<file path="src/rtl/dpm_pkg.sv">
// Purpose: Shared constants and types for the decoder 1 pin multiplexer.
// Assumes: Three pins: phase B, index and home of the second quadrature decoder.
// Notes:   Pin index 0 is phase B, 1 is index, 2 is home.
package dpm_pkg;

	// Number of multiplexed pins
	localparam int unsigned DPM_NUM_PINS     = 3;

	// Pin positions inside every per-pin vector
	localparam int unsigned DPM_PIN_PHASE_B  = 0;
	localparam int unsigned DPM_PIN_INDEX    = 1;
	localparam int unsigned DPM_PIN_HOME     = 2;

	// Port C pull-up register: width and the bit that serves pin 0
	localparam int unsigned DPM_PUR_W        = 4;
	localparam int unsigned DPM_PUR_LSB      = 1;

	// Reset value of the per-pin pull-up enables (all on)
	localparam logic [2:0]  DPM_PULL_RST     = 3'h7;

	// Reset value of pin drive and output enables
	localparam logic [2:0]  DPM_PIN_OUT_RST  = 3'h0;
	localparam logic [2:0]  DPM_PIN_OE_RST   = 3'h0;

	// Level handed to a function whose pin is routed elsewhere
	localparam logic        DPM_RX_IDLE      = 1'b1;
	localparam logic [2:0]  DPM_RX_IDLE_V    = 3'h7;

	// Slave select is active low
	localparam logic        DPM_SS_ACTIVE    = 1'b0;

	// Constant drive levels
	localparam logic        DPM_DRV_OFF      = 1'b0;

	// Function that a pin carries at a given moment
	typedef enum logic [2:0] {
		DPM_FN_DECODER,
		DPM_FN_TIMER,
		DPM_FN_SPI,
		DPM_FN_GPIO,
		DPM_FN_NONE
	} dpm_fn_e;

endpackage

</file>
<file path="src/rtl/dpm_pin_cell.sv">
// Purpose: Function selection and drive for one multiplexed pin.
// Assumes: All inputs are synchronous; the parent registers the outputs.
// Notes:   Purely combinational; priority is SPI, then GPIO, then timer, then decoder.
module dpm_pin_cell
	import dpm_pkg::*;
#(
	parameter bit FULL_FEATURED = 1'b1
) (
	input  wire logic    alt_select,
	input  wire logic    periph_en,
	input  wire logic    timer_select,
	input  wire logic    gpio_out,
	input  wire logic    gpio_dir_out,
	input  wire logic    timer_out,
	input  wire logic    timer_oe,
	input  wire logic    spi_out,
	input  wire logic    spi_oe,
	output dpm_fn_e      fn,
	output logic         pin_out,
	output logic         pin_oe
);

	// Chosen function for this pin
	dpm_fn_e fn_w;
	// Decoder is only offered on the full variant; otherwise the default is dead
	wire dpm_fn_e dflt_w = dpm_fn_e'(FULL_FEATURED ? DPM_FN_DECODER : DPM_FN_NONE);

	assign fn_w = dpm_fn_e'(alt_select   ? DPM_FN_SPI :
	                        !periph_en   ? DPM_FN_GPIO :
	                        timer_select ? DPM_FN_TIMER : dflt_w);

	assign fn = fn_w;

	// Drive select: decoder and unused pins are inputs only
	always_comb begin
		pin_out = DPM_DRV_OFF;
		pin_oe  = DPM_DRV_OFF;
		unique case (fn_w)
			DPM_FN_GPIO: begin
				pin_out = gpio_out;
				pin_oe  = gpio_dir_out;
			end
			DPM_FN_TIMER: begin
				pin_out = timer_out;
				pin_oe  = timer_oe;
			end
			DPM_FN_SPI: begin
				pin_out = spi_out;
				pin_oe  = spi_oe;
			end
			// Decoder or no function: never drive
			DPM_FN_DECODER, DPM_FN_NONE: begin
				pin_out = DPM_DRV_OFF;
				pin_oe  = DPM_DRV_OFF;
			end
		endcase
	end

endmodule // dpm_pin_cell

</file>
<file path="src/rtl/dpm_pin_mux.sv">
// Purpose: Pin multiplexer for the phase B, index and home pins of decoder 1.
// Assumes: One clock, asynchronous active-low reset, synchronous pin inputs.
// Notes:   Every output is registered, so each path adds one clock of latency.
//
// Functional notes
// - Phase B alt routes SPI master-out
// - Select_a routes SPI master-in
// - Select_b routes SPI slave select
// - Full variant defaults to decoder inputs
// - Pull-ups on at reset, cleared bits disable
// - GPIO pins individually input or output
// - Pins carry timer B channels 1-3
// - Master-out data leads slave sample half-cycle
// - Master-in data leads master sample half-cycle
// - Unselected slave leaves master-in undriven
// - Slave select: arbitration in master, select in slave
module dpm_pin_mux
	import dpm_pkg::*;
#(
	parameter bit FULL_FEATURED = 1'b1  // 0 selects the reduced variant
) (
	input  wire logic                 clock,
	input  wire logic                 reset_n,
	// Pad side
	input  wire logic [2:0]           pin_in,
	output logic      [2:0]           pin_out_q,
	output logic      [2:0]           pin_oe_q,
	output logic      [2:0]           pullup_en_q,
	// System pin-select bits
	input  wire logic                 phase_b_alt_select,
	input  wire logic                 select_a,
	input  wire logic                 select_b,
	// Port C control
	input  wire logic [DPM_PUR_W-1:0] port_c_pullup_reg,
	input  wire logic [2:0]           port_c_periph_en,
	input  wire logic [2:0]           port_c_dir_out,
	input  wire logic [2:0]           port_c_io_out,
	output logic      [2:0]           port_c_io_in_q,
	// Timer B channels 1..3
	input  wire logic [2:0]           timer_select,
	input  wire logic [2:0]           timer_b_out,
	input  wire logic [2:0]           timer_b_oe,
	output logic      [2:0]           timer_b_in_q,
	// Decoder 1 inputs
	output logic                      decoder1_phase_b_in_q,
	output logic                      decoder1_index_in_q,
	output logic                      decoder1_home_in_q,
	// SPI port 2
	input  wire logic                 spi2_master_mode,
	input  wire logic                 spi2_master_out_tx,
	input  wire logic                 spi2_master_in_tx,
	output logic                      spi2_master_out_rx_q,
	output logic                      spi2_master_in_rx_q,
	output logic                      spi2_slave_select_rx_q,
	output logic                      spi2_slave_selected_q,
	output logic                      spi2_mode_fault_q
);

	// Alt-select bits gathered per pin
	wire logic [2:0] alt_w = {select_b, select_a, phase_b_alt_select};
	// Function per pin, from the cells
	dpm_fn_e         fn_w [DPM_NUM_PINS];
	// Cell drive results
	logic      [2:0] cell_out_w;
	logic      [2:0] cell_oe_w;
	// SPI drive per pin
	logic      [2:0] spi_out_w;
	logic      [2:0] spi_oe_w;
	// Per-pin routed receive values
	logic      [2:0] dec_rx_w;
	logic      [2:0] tim_rx_w;
	logic      [2:0] gpio_rx_w;
	logic      [2:0] spi_rx_w;

	// select pin sensed only when routed
	wire logic ss_low_w   = alt_w[DPM_PIN_HOME] && (pin_in[DPM_PIN_HOME] == DPM_SS_ACTIVE);
	wire logic slv_sel_w  = !spi2_master_mode && ss_low_w;
	wire logic fault_w    = spi2_master_mode && ss_low_w;

	// master-out driven only by a master
	assign spi_out_w[DPM_PIN_PHASE_B] = spi2_master_out_tx;
	assign spi_oe_w[DPM_PIN_PHASE_B]  = spi2_master_mode;
	// slave drives master-in only when selected
	assign spi_out_w[DPM_PIN_INDEX]   = spi2_master_in_tx;
	assign spi_oe_w[DPM_PIN_INDEX]    = slv_sel_w;
	// slave select is always an input
	assign spi_out_w[DPM_PIN_HOME]    = DPM_DRV_OFF;
	assign spi_oe_w[DPM_PIN_HOME]     = DPM_DRV_OFF;

	// One cell per pin; receive values are handed only to the chosen function
	genvar gi;
	generate
		for (gi = 0; gi < DPM_NUM_PINS; gi++) begin : g_pin
			dpm_pin_cell #(
				.FULL_FEATURED (FULL_FEATURED)
			) u_cell (
				.alt_select   (alt_w[gi]),
				.periph_en    (port_c_periph_en[gi]),
				.timer_select (timer_select[gi]),
				.gpio_out     (port_c_io_out[gi]),
				.gpio_dir_out (port_c_dir_out[gi]),
				.timer_out    (timer_b_out[gi]),
				.timer_oe     (timer_b_oe[gi]),
				.spi_out      (spi_out_w[gi]),
				.spi_oe       (spi_oe_w[gi]),
				.fn           (fn_w[gi]),
				.pin_out      (cell_out_w[gi]),
				.pin_oe       (cell_oe_w[gi])
			);
			assign dec_rx_w[gi]  = (fn_w[gi] == DPM_FN_DECODER) ? pin_in[gi] : DPM_RX_IDLE;
			assign tim_rx_w[gi]  = (fn_w[gi] == DPM_FN_TIMER)   ? pin_in[gi] : DPM_RX_IDLE;
			assign gpio_rx_w[gi] = (fn_w[gi] == DPM_FN_GPIO)    ? pin_in[gi] : DPM_RX_IDLE;
			assign spi_rx_w[gi]  = (fn_w[gi] == DPM_FN_SPI)     ? pin_in[gi] : DPM_RX_IDLE;
		end
	endgenerate

	// Pad drive registers; enables come up off so nothing fights the pad at reset
	always_ff @(posedge clock or negedge reset_n) begin
		if (!reset_n) begin
			pin_out_q <= DPM_PIN_OUT_RST;
			pin_oe_q  <= DPM_PIN_OE_RST;
		end else begin
			pin_out_q <= cell_out_w;
			pin_oe_q  <= cell_oe_w;
		end
	end

	always_ff @(posedge clock or negedge reset_n) begin
		if (!reset_n) begin
			pullup_en_q <= DPM_PULL_RST;
		end else begin
			pullup_en_q <= port_c_pullup_reg[DPM_PUR_LSB +: DPM_NUM_PINS];
		end
	end

	// Receive registers for timer and GPIO
	always_ff @(posedge clock or negedge reset_n) begin
		if (!reset_n) begin
			timer_b_in_q   <= DPM_RX_IDLE_V;
			port_c_io_in_q <= DPM_RX_IDLE_V;
		end else begin
			timer_b_in_q   <= tim_rx_w;
			port_c_io_in_q <= gpio_rx_w;
		end
	end

	// Decoder inputs; the reduced variant never passes the pin through
	always_ff @(posedge clock or negedge reset_n) begin
		if (!reset_n) begin
			decoder1_phase_b_in_q <= DPM_RX_IDLE;
			decoder1_index_in_q   <= DPM_RX_IDLE;
			decoder1_home_in_q    <= DPM_RX_IDLE;
		end else begin
			decoder1_phase_b_in_q <= dec_rx_w[DPM_PIN_PHASE_B];
			decoder1_index_in_q   <= dec_rx_w[DPM_PIN_INDEX];
			decoder1_home_in_q    <= dec_rx_w[DPM_PIN_HOME];
		end
	end

	// same fixed delay on master-in
	// Both directions pass one flop, so the half-cycle lead the core sets is kept
	always_ff @(posedge clock or negedge reset_n) begin
		if (!reset_n) begin
			spi2_master_out_rx_q   <= DPM_RX_IDLE;
			spi2_master_in_rx_q    <= DPM_RX_IDLE;
			spi2_slave_select_rx_q <= DPM_RX_IDLE;
			spi2_slave_selected_q  <= DPM_DRV_OFF;
			spi2_mode_fault_q      <= DPM_DRV_OFF;
		end else begin
			spi2_master_out_rx_q   <= spi_rx_w[DPM_PIN_PHASE_B];
			spi2_master_in_rx_q    <= spi_rx_w[DPM_PIN_INDEX];
			spi2_slave_select_rx_q <= spi_rx_w[DPM_PIN_HOME];
			spi2_slave_selected_q  <= slv_sel_w;
			spi2_mode_fault_q      <= fault_w;
		end
	end
endmodule // dpm_pin_mux

</file>
<file path="config.mk">
export PLATFORM = sky130hd
export DESIGN_NAME = dpm_pin_mux
export DESIGN_NICKNAME = d
export VERILOG_FILES = /design/src/rtl/dpm_pkg.sv /design/src/rtl/dpm_pin_cell.sv /design/src/rtl/dpm_pin_mux.sv
export SDC_FILE = /design/constraint.sdc
export NUM_CORES = 1
export LEC_CHECK = 0
export ABC_CLOCK_PERIOD_IN_PS = 1800
export CAP_MARGIN = 0
export CORE_MARGIN = 4
export CORE_UTILIZATION = 25
export CTS_BUF_LIST = sky130_fd_sc_hd__clkbuf_2
export DETAILED_ROUTE_END_ITERATION = 8
export DONT_BUFFER_PORTS = 1
export GPL_ROUTABILITY_DRIVEN = 0
export PLACE_DENSITY_LB_ADDON = 0.2
export SYNTH_ARGS = -nofsm -noshare
export SYNTH_HDL_FRONTEND = slang
export SYNTH_HIERARCHICAL = 1
export SYNTH_SLANG_ARGS = --single-unit
</file>
<file path="constraint.sdc">
create_clock -name clock -period 1.8 [get_ports clock]
set_input_delay 0.36 -clock clock [delete_from_list [all_inputs] [get_ports clock]]
set_output_delay 0.36 -clock clock [all_outputs]
set_load 0.03 [all_outputs]
</file>
=== Yosys cells after proc, flatten, opt, wreduce, memory -nomap -nowiden ===
Index checks and enable logic that the tools add are counted.

* Equal/unequal tests: 12
* Muxes and demuxes: 27
* Bitwise operators: 1
* Reductions and logical operators: 10

{| class="wikitable"
|+ Operators with widths
! operator !! number
|-
| $eq A3 B2 Y1 const B || 6
|-
| $mux W3 || 6
|-
| $pmux W1 S4 || 4
|-
| $mux W1 || 15
|-
| $eq A3 B1 Y1 const B || 3
|-
| $eq A3 B3 Y1 const B || 3
|-
| $logic_not A3 Y1 || 3
|-
| $pmux W1 S3 || 2
|-
| $reduce_or A2 Y1 || 2
|-
| $logic_and A1 B1 Y1 || 3
|-
| $reduce_or A3 Y1 || 1
|-
| $logic_not A1 Y1 || 1
|-
| $not A1 Y1 || 1
|}

* Bits in registers: 23
* Input bits: 33
* Output and inout bits: 23
* Logic and storage cells: 63

=== Longest topological paths before layout ===
* Depth after elaboration: 6
* Gate-level depth with buffers: 3
* Gate-level depth less buffers: 3

=== By module ===
The synthesis kept the hierarchy.

{| class="wikitable"
|+ By module, submodules not included
! module !! instances !! cells each !! area an instance (um^2) !! seq. area each (um^2)
|-
| dpm_pin_mux || 1 || 38 || 730.7 || 594.3
|-
| dpm_pin_cell || 3 || 14 || 75.1 || 0.0
|}

=== Worst setup path after synthesis ===
Ideal clock, no wire load.

* Path kind: in2reg
* Start: in timer_select[0]
* End: reg timer_b_in_q[0]
* Library setup time: 0.094 ns
* Arrival time: 1.012 ns
* Required time: 1.706 ns
* Setup slack: 0.694 ns
* Stages: 3
* Path buffers: 0
* Path through: inv_1 > a21oi_1 > or4b_1

{| class="wikitable"
|+ RTL lines
! what !! line !! RTL
|-
| start: declaration || dpm_pin_mux.sv:40 || <nowiki>input wire logic [2:0] timer_select,</nowiki>
|-
| end signal: assignment || dpm_pin_mux.sv:142 || <nowiki>timer_b_in_q <= tim_rx_w;</nowiki>
|-
| end: declaration || dpm_pin_mux.sv:43 || <nowiki>output logic [2:0] timer_b_in_q,</nowiki>
|}

=== Worst setup path after layout ===
* Start: reg pullup_en_q[2]
* End: out pullup_en_q[2]

{| class="wikitable"
|+ RTL lines
! what !! line !! RTL
|-
| start: declaration || dpm_pin_mux.sv:28 || <nowiki>output logic [2:0] pullup_en_q,</nowiki>
|-
| start signal: assignment || dpm_pin_mux.sv:132 || <nowiki>pullup_en_q <= port_c_pullup_reg[DPM_PUR_LSB +: DPM_NUM_PINS];</nowiki>
|}

No word-level cell between the ends.

==> flow_summary.ini <==
[cells_and_area]
nets = 120
utilization = 0.2866
n_antenna_cell = 0
area_growth_pct = 10.60
drive_gt1_frac = 0.2209

[timing]
layout_setup_ws_ps = 440.0
period_share = 0.7556
holdWs_ps = 72.91
fmax_mhz = 735.3
setup_viol = 0
rsz0062_at_grt = false
finalSetupTns_ps = 0
slew_violations = 0
relSlewSlack = 0.3239
finalCriticalPeriod_ps = 1360
worstMarginPinSlew_ps = 1011
hold_viol = 0

[cts]
cts_setup_buffers = 0
clk_pin_slew_ps = 230
cts_inserted_buffers = 3
clockBufferDepth = 2
cts.sinks = 23
htree_levels = 1
ctsResizeCount = 0
cts-root-buf = clkbuf_2
cts_tree = built
ctsHoldBuffers = 4

[place]
io_buffer_count = 0
dpl.hpwl_um = 1525
place_ws_ps = 610.8

[global_route]
grt-ovfl-total = 0
track_usage = 0.08905
grt_pass1_wl_um = 3394
antenna_found_initial = 0
grt_pass1_vias = 704
grt_max_degree = 24

[pwr]
total_power_uw = 889.8
leakage_uw = 0.0004200
ir_drop_mv = 0.1762
powerDensity_mw_per_mm2 = 841.6

[synth]
synth_warnings = 6
netlist_area_um2 = 955.9
ys_seq_area_frac = 0.6217
synth_seq_cells = 23
synth_cell_type_count = 16
synth_cells = 80
synth.avg_cell_area_um2 = 11.95

[critical_path]
path_class = register to primary output
cp_data_arrival_time_ps = 1000
path_max_fanout = 1
cp_data_required_time_ps = 1440
crit_path_start_kind = register
setup.worst_path.end_class = primary output

[floorplanning]
std_cell_rows = 22
die_x_um = 69.84
start_util = 0.2592
core_area_mm2 = 0.003689
ios = 56
fp.dieH_um = 69.84
die-area_mm2 = 0.004877

[detailed_routing]
drc_errors = 0
drt_first_pass_iters = 3
routed_wl_um = 1974
vias = 601
post_drt_via_cell_ratio = 4.485
first_iter_violations = 7
wire_per_inst_um = 14.73
ant_nets = 0

[status]
status = completed

[min_path]
hold_path_class = primary input to register

[run]
maxCapViolations = 0
layout by cell type, fill, tap and decap left out, drive strengths merged:
cell         instances
nand2b               6
dfstp               15
nand4bb              3
or4b                 6
nor2b                6
conb                 5
clkinv               1
and3b                1
a21oi                3
dfrtp                8
inv                  6
a31oi                6
clkbuf               3
dlygate4sd3          4
nand3                6
nand2                3
nor3b                1
or4                  3
sequential cells by signal (all words and copies together), names as in the netlist:
register	cells
pullup_en_q	3
decoder1_index_in_q	1
pin_out_q	3
port_c_io_in_q	3
decoder1_home_in_q	1
spi2_slave_selected_q	1
spi2_master_out_rx_q	1
decoder1_phase_b_in_q	1
spi2_master_in_rx_q	1
spi2_slave_select_rx_q	1
spi2_mode_fault_q	1
timer_b_in_q	3
pin_oe_q	3
synth_stat cells (all sizes together):
library cell  count  area share
inv               6       0.024
nand2             3       0.012
conb              4       0.016
dfrtp             8        0.21
nand2b            6       0.039
a31oi             6       0.039
or4b              6       0.063
dfstp            15        0.41
a21oi             3       0.016
nor3b             1      0.0079
and3b             1      0.0092
or4               3       0.024
nand4bb           3       0.035
buf               3       0.024
nand3             6       0.031
nor2b             6       0.039
path summary, 6_finish.rpt:
check	start	to	cells after the start
worst max-delay path	pullup_en_q[2]$_DFF_PN1_	pullup_en_q[2]	0
worst min-delay path	spi2_master_mode	spi2_slave_selected_q$_DFF_PN0_	1
max in group asynchronous	reset_n	pin_out_q[0]$_DFF_PN0_	1
min in group asynchronous	reset_n	pin_oe_q[0]$_DFF_PN0_	1
report_power, final:
group / switching (uW) / leakage (uW) / total (uW) / internal [uW]
registers: 60.5 / 0.000255 / 612 / 552
clock network: 162 / 0.0000164 / 213 / 50.4
logic: 34.0 / 0.000148 / 64.6 / 30.5
metrics by stage:
stage	area, um^2	cells
global placement	997.2	126
finish	1057	134
floorplan	959.7	81
detailed placement	997.2	126
CTS	1057	134
global route	1057	134
per-layer routing:
layer / share of wire / track usage
met5: 0 / 0
met1: 0.38 / 0.1070
met4: 0.0086 / 0.03191
met2: 0.50 / 0.1375
met3: 0.11 / 0.04348
layout make-up:
| type | instances | area, um^2 |
|---|---|---|
| timing repair buffer | 4 | 40.04 |
| fill | 402 | 2631 |
| clock buffer | 3 | 15.01 |
| inverter | 6 | 22.52 |
| multi-input combinational | 49 | 320.3 |
| tap | 48 | 60.06 |
| clock inverter | 1 | 5.005 |
| sequential | 23 | 594.3 |
cells by family (layout without fill, tap and decap cells):
family / after synthesis / in the layout / share of synthesized area
other: 4 / 5 / 0.01570
flip-flops: 23 / 23 / 0.6217
buffers and inverters: 9 / 14 / 0.04712
AND/OR/NAND/NOR: 35 / 35 / 0.2605
AO/OA/AOI/OAI: 9 / 9 / 0.05497
No activity file was read; power rests on OpenSTA's default activity.
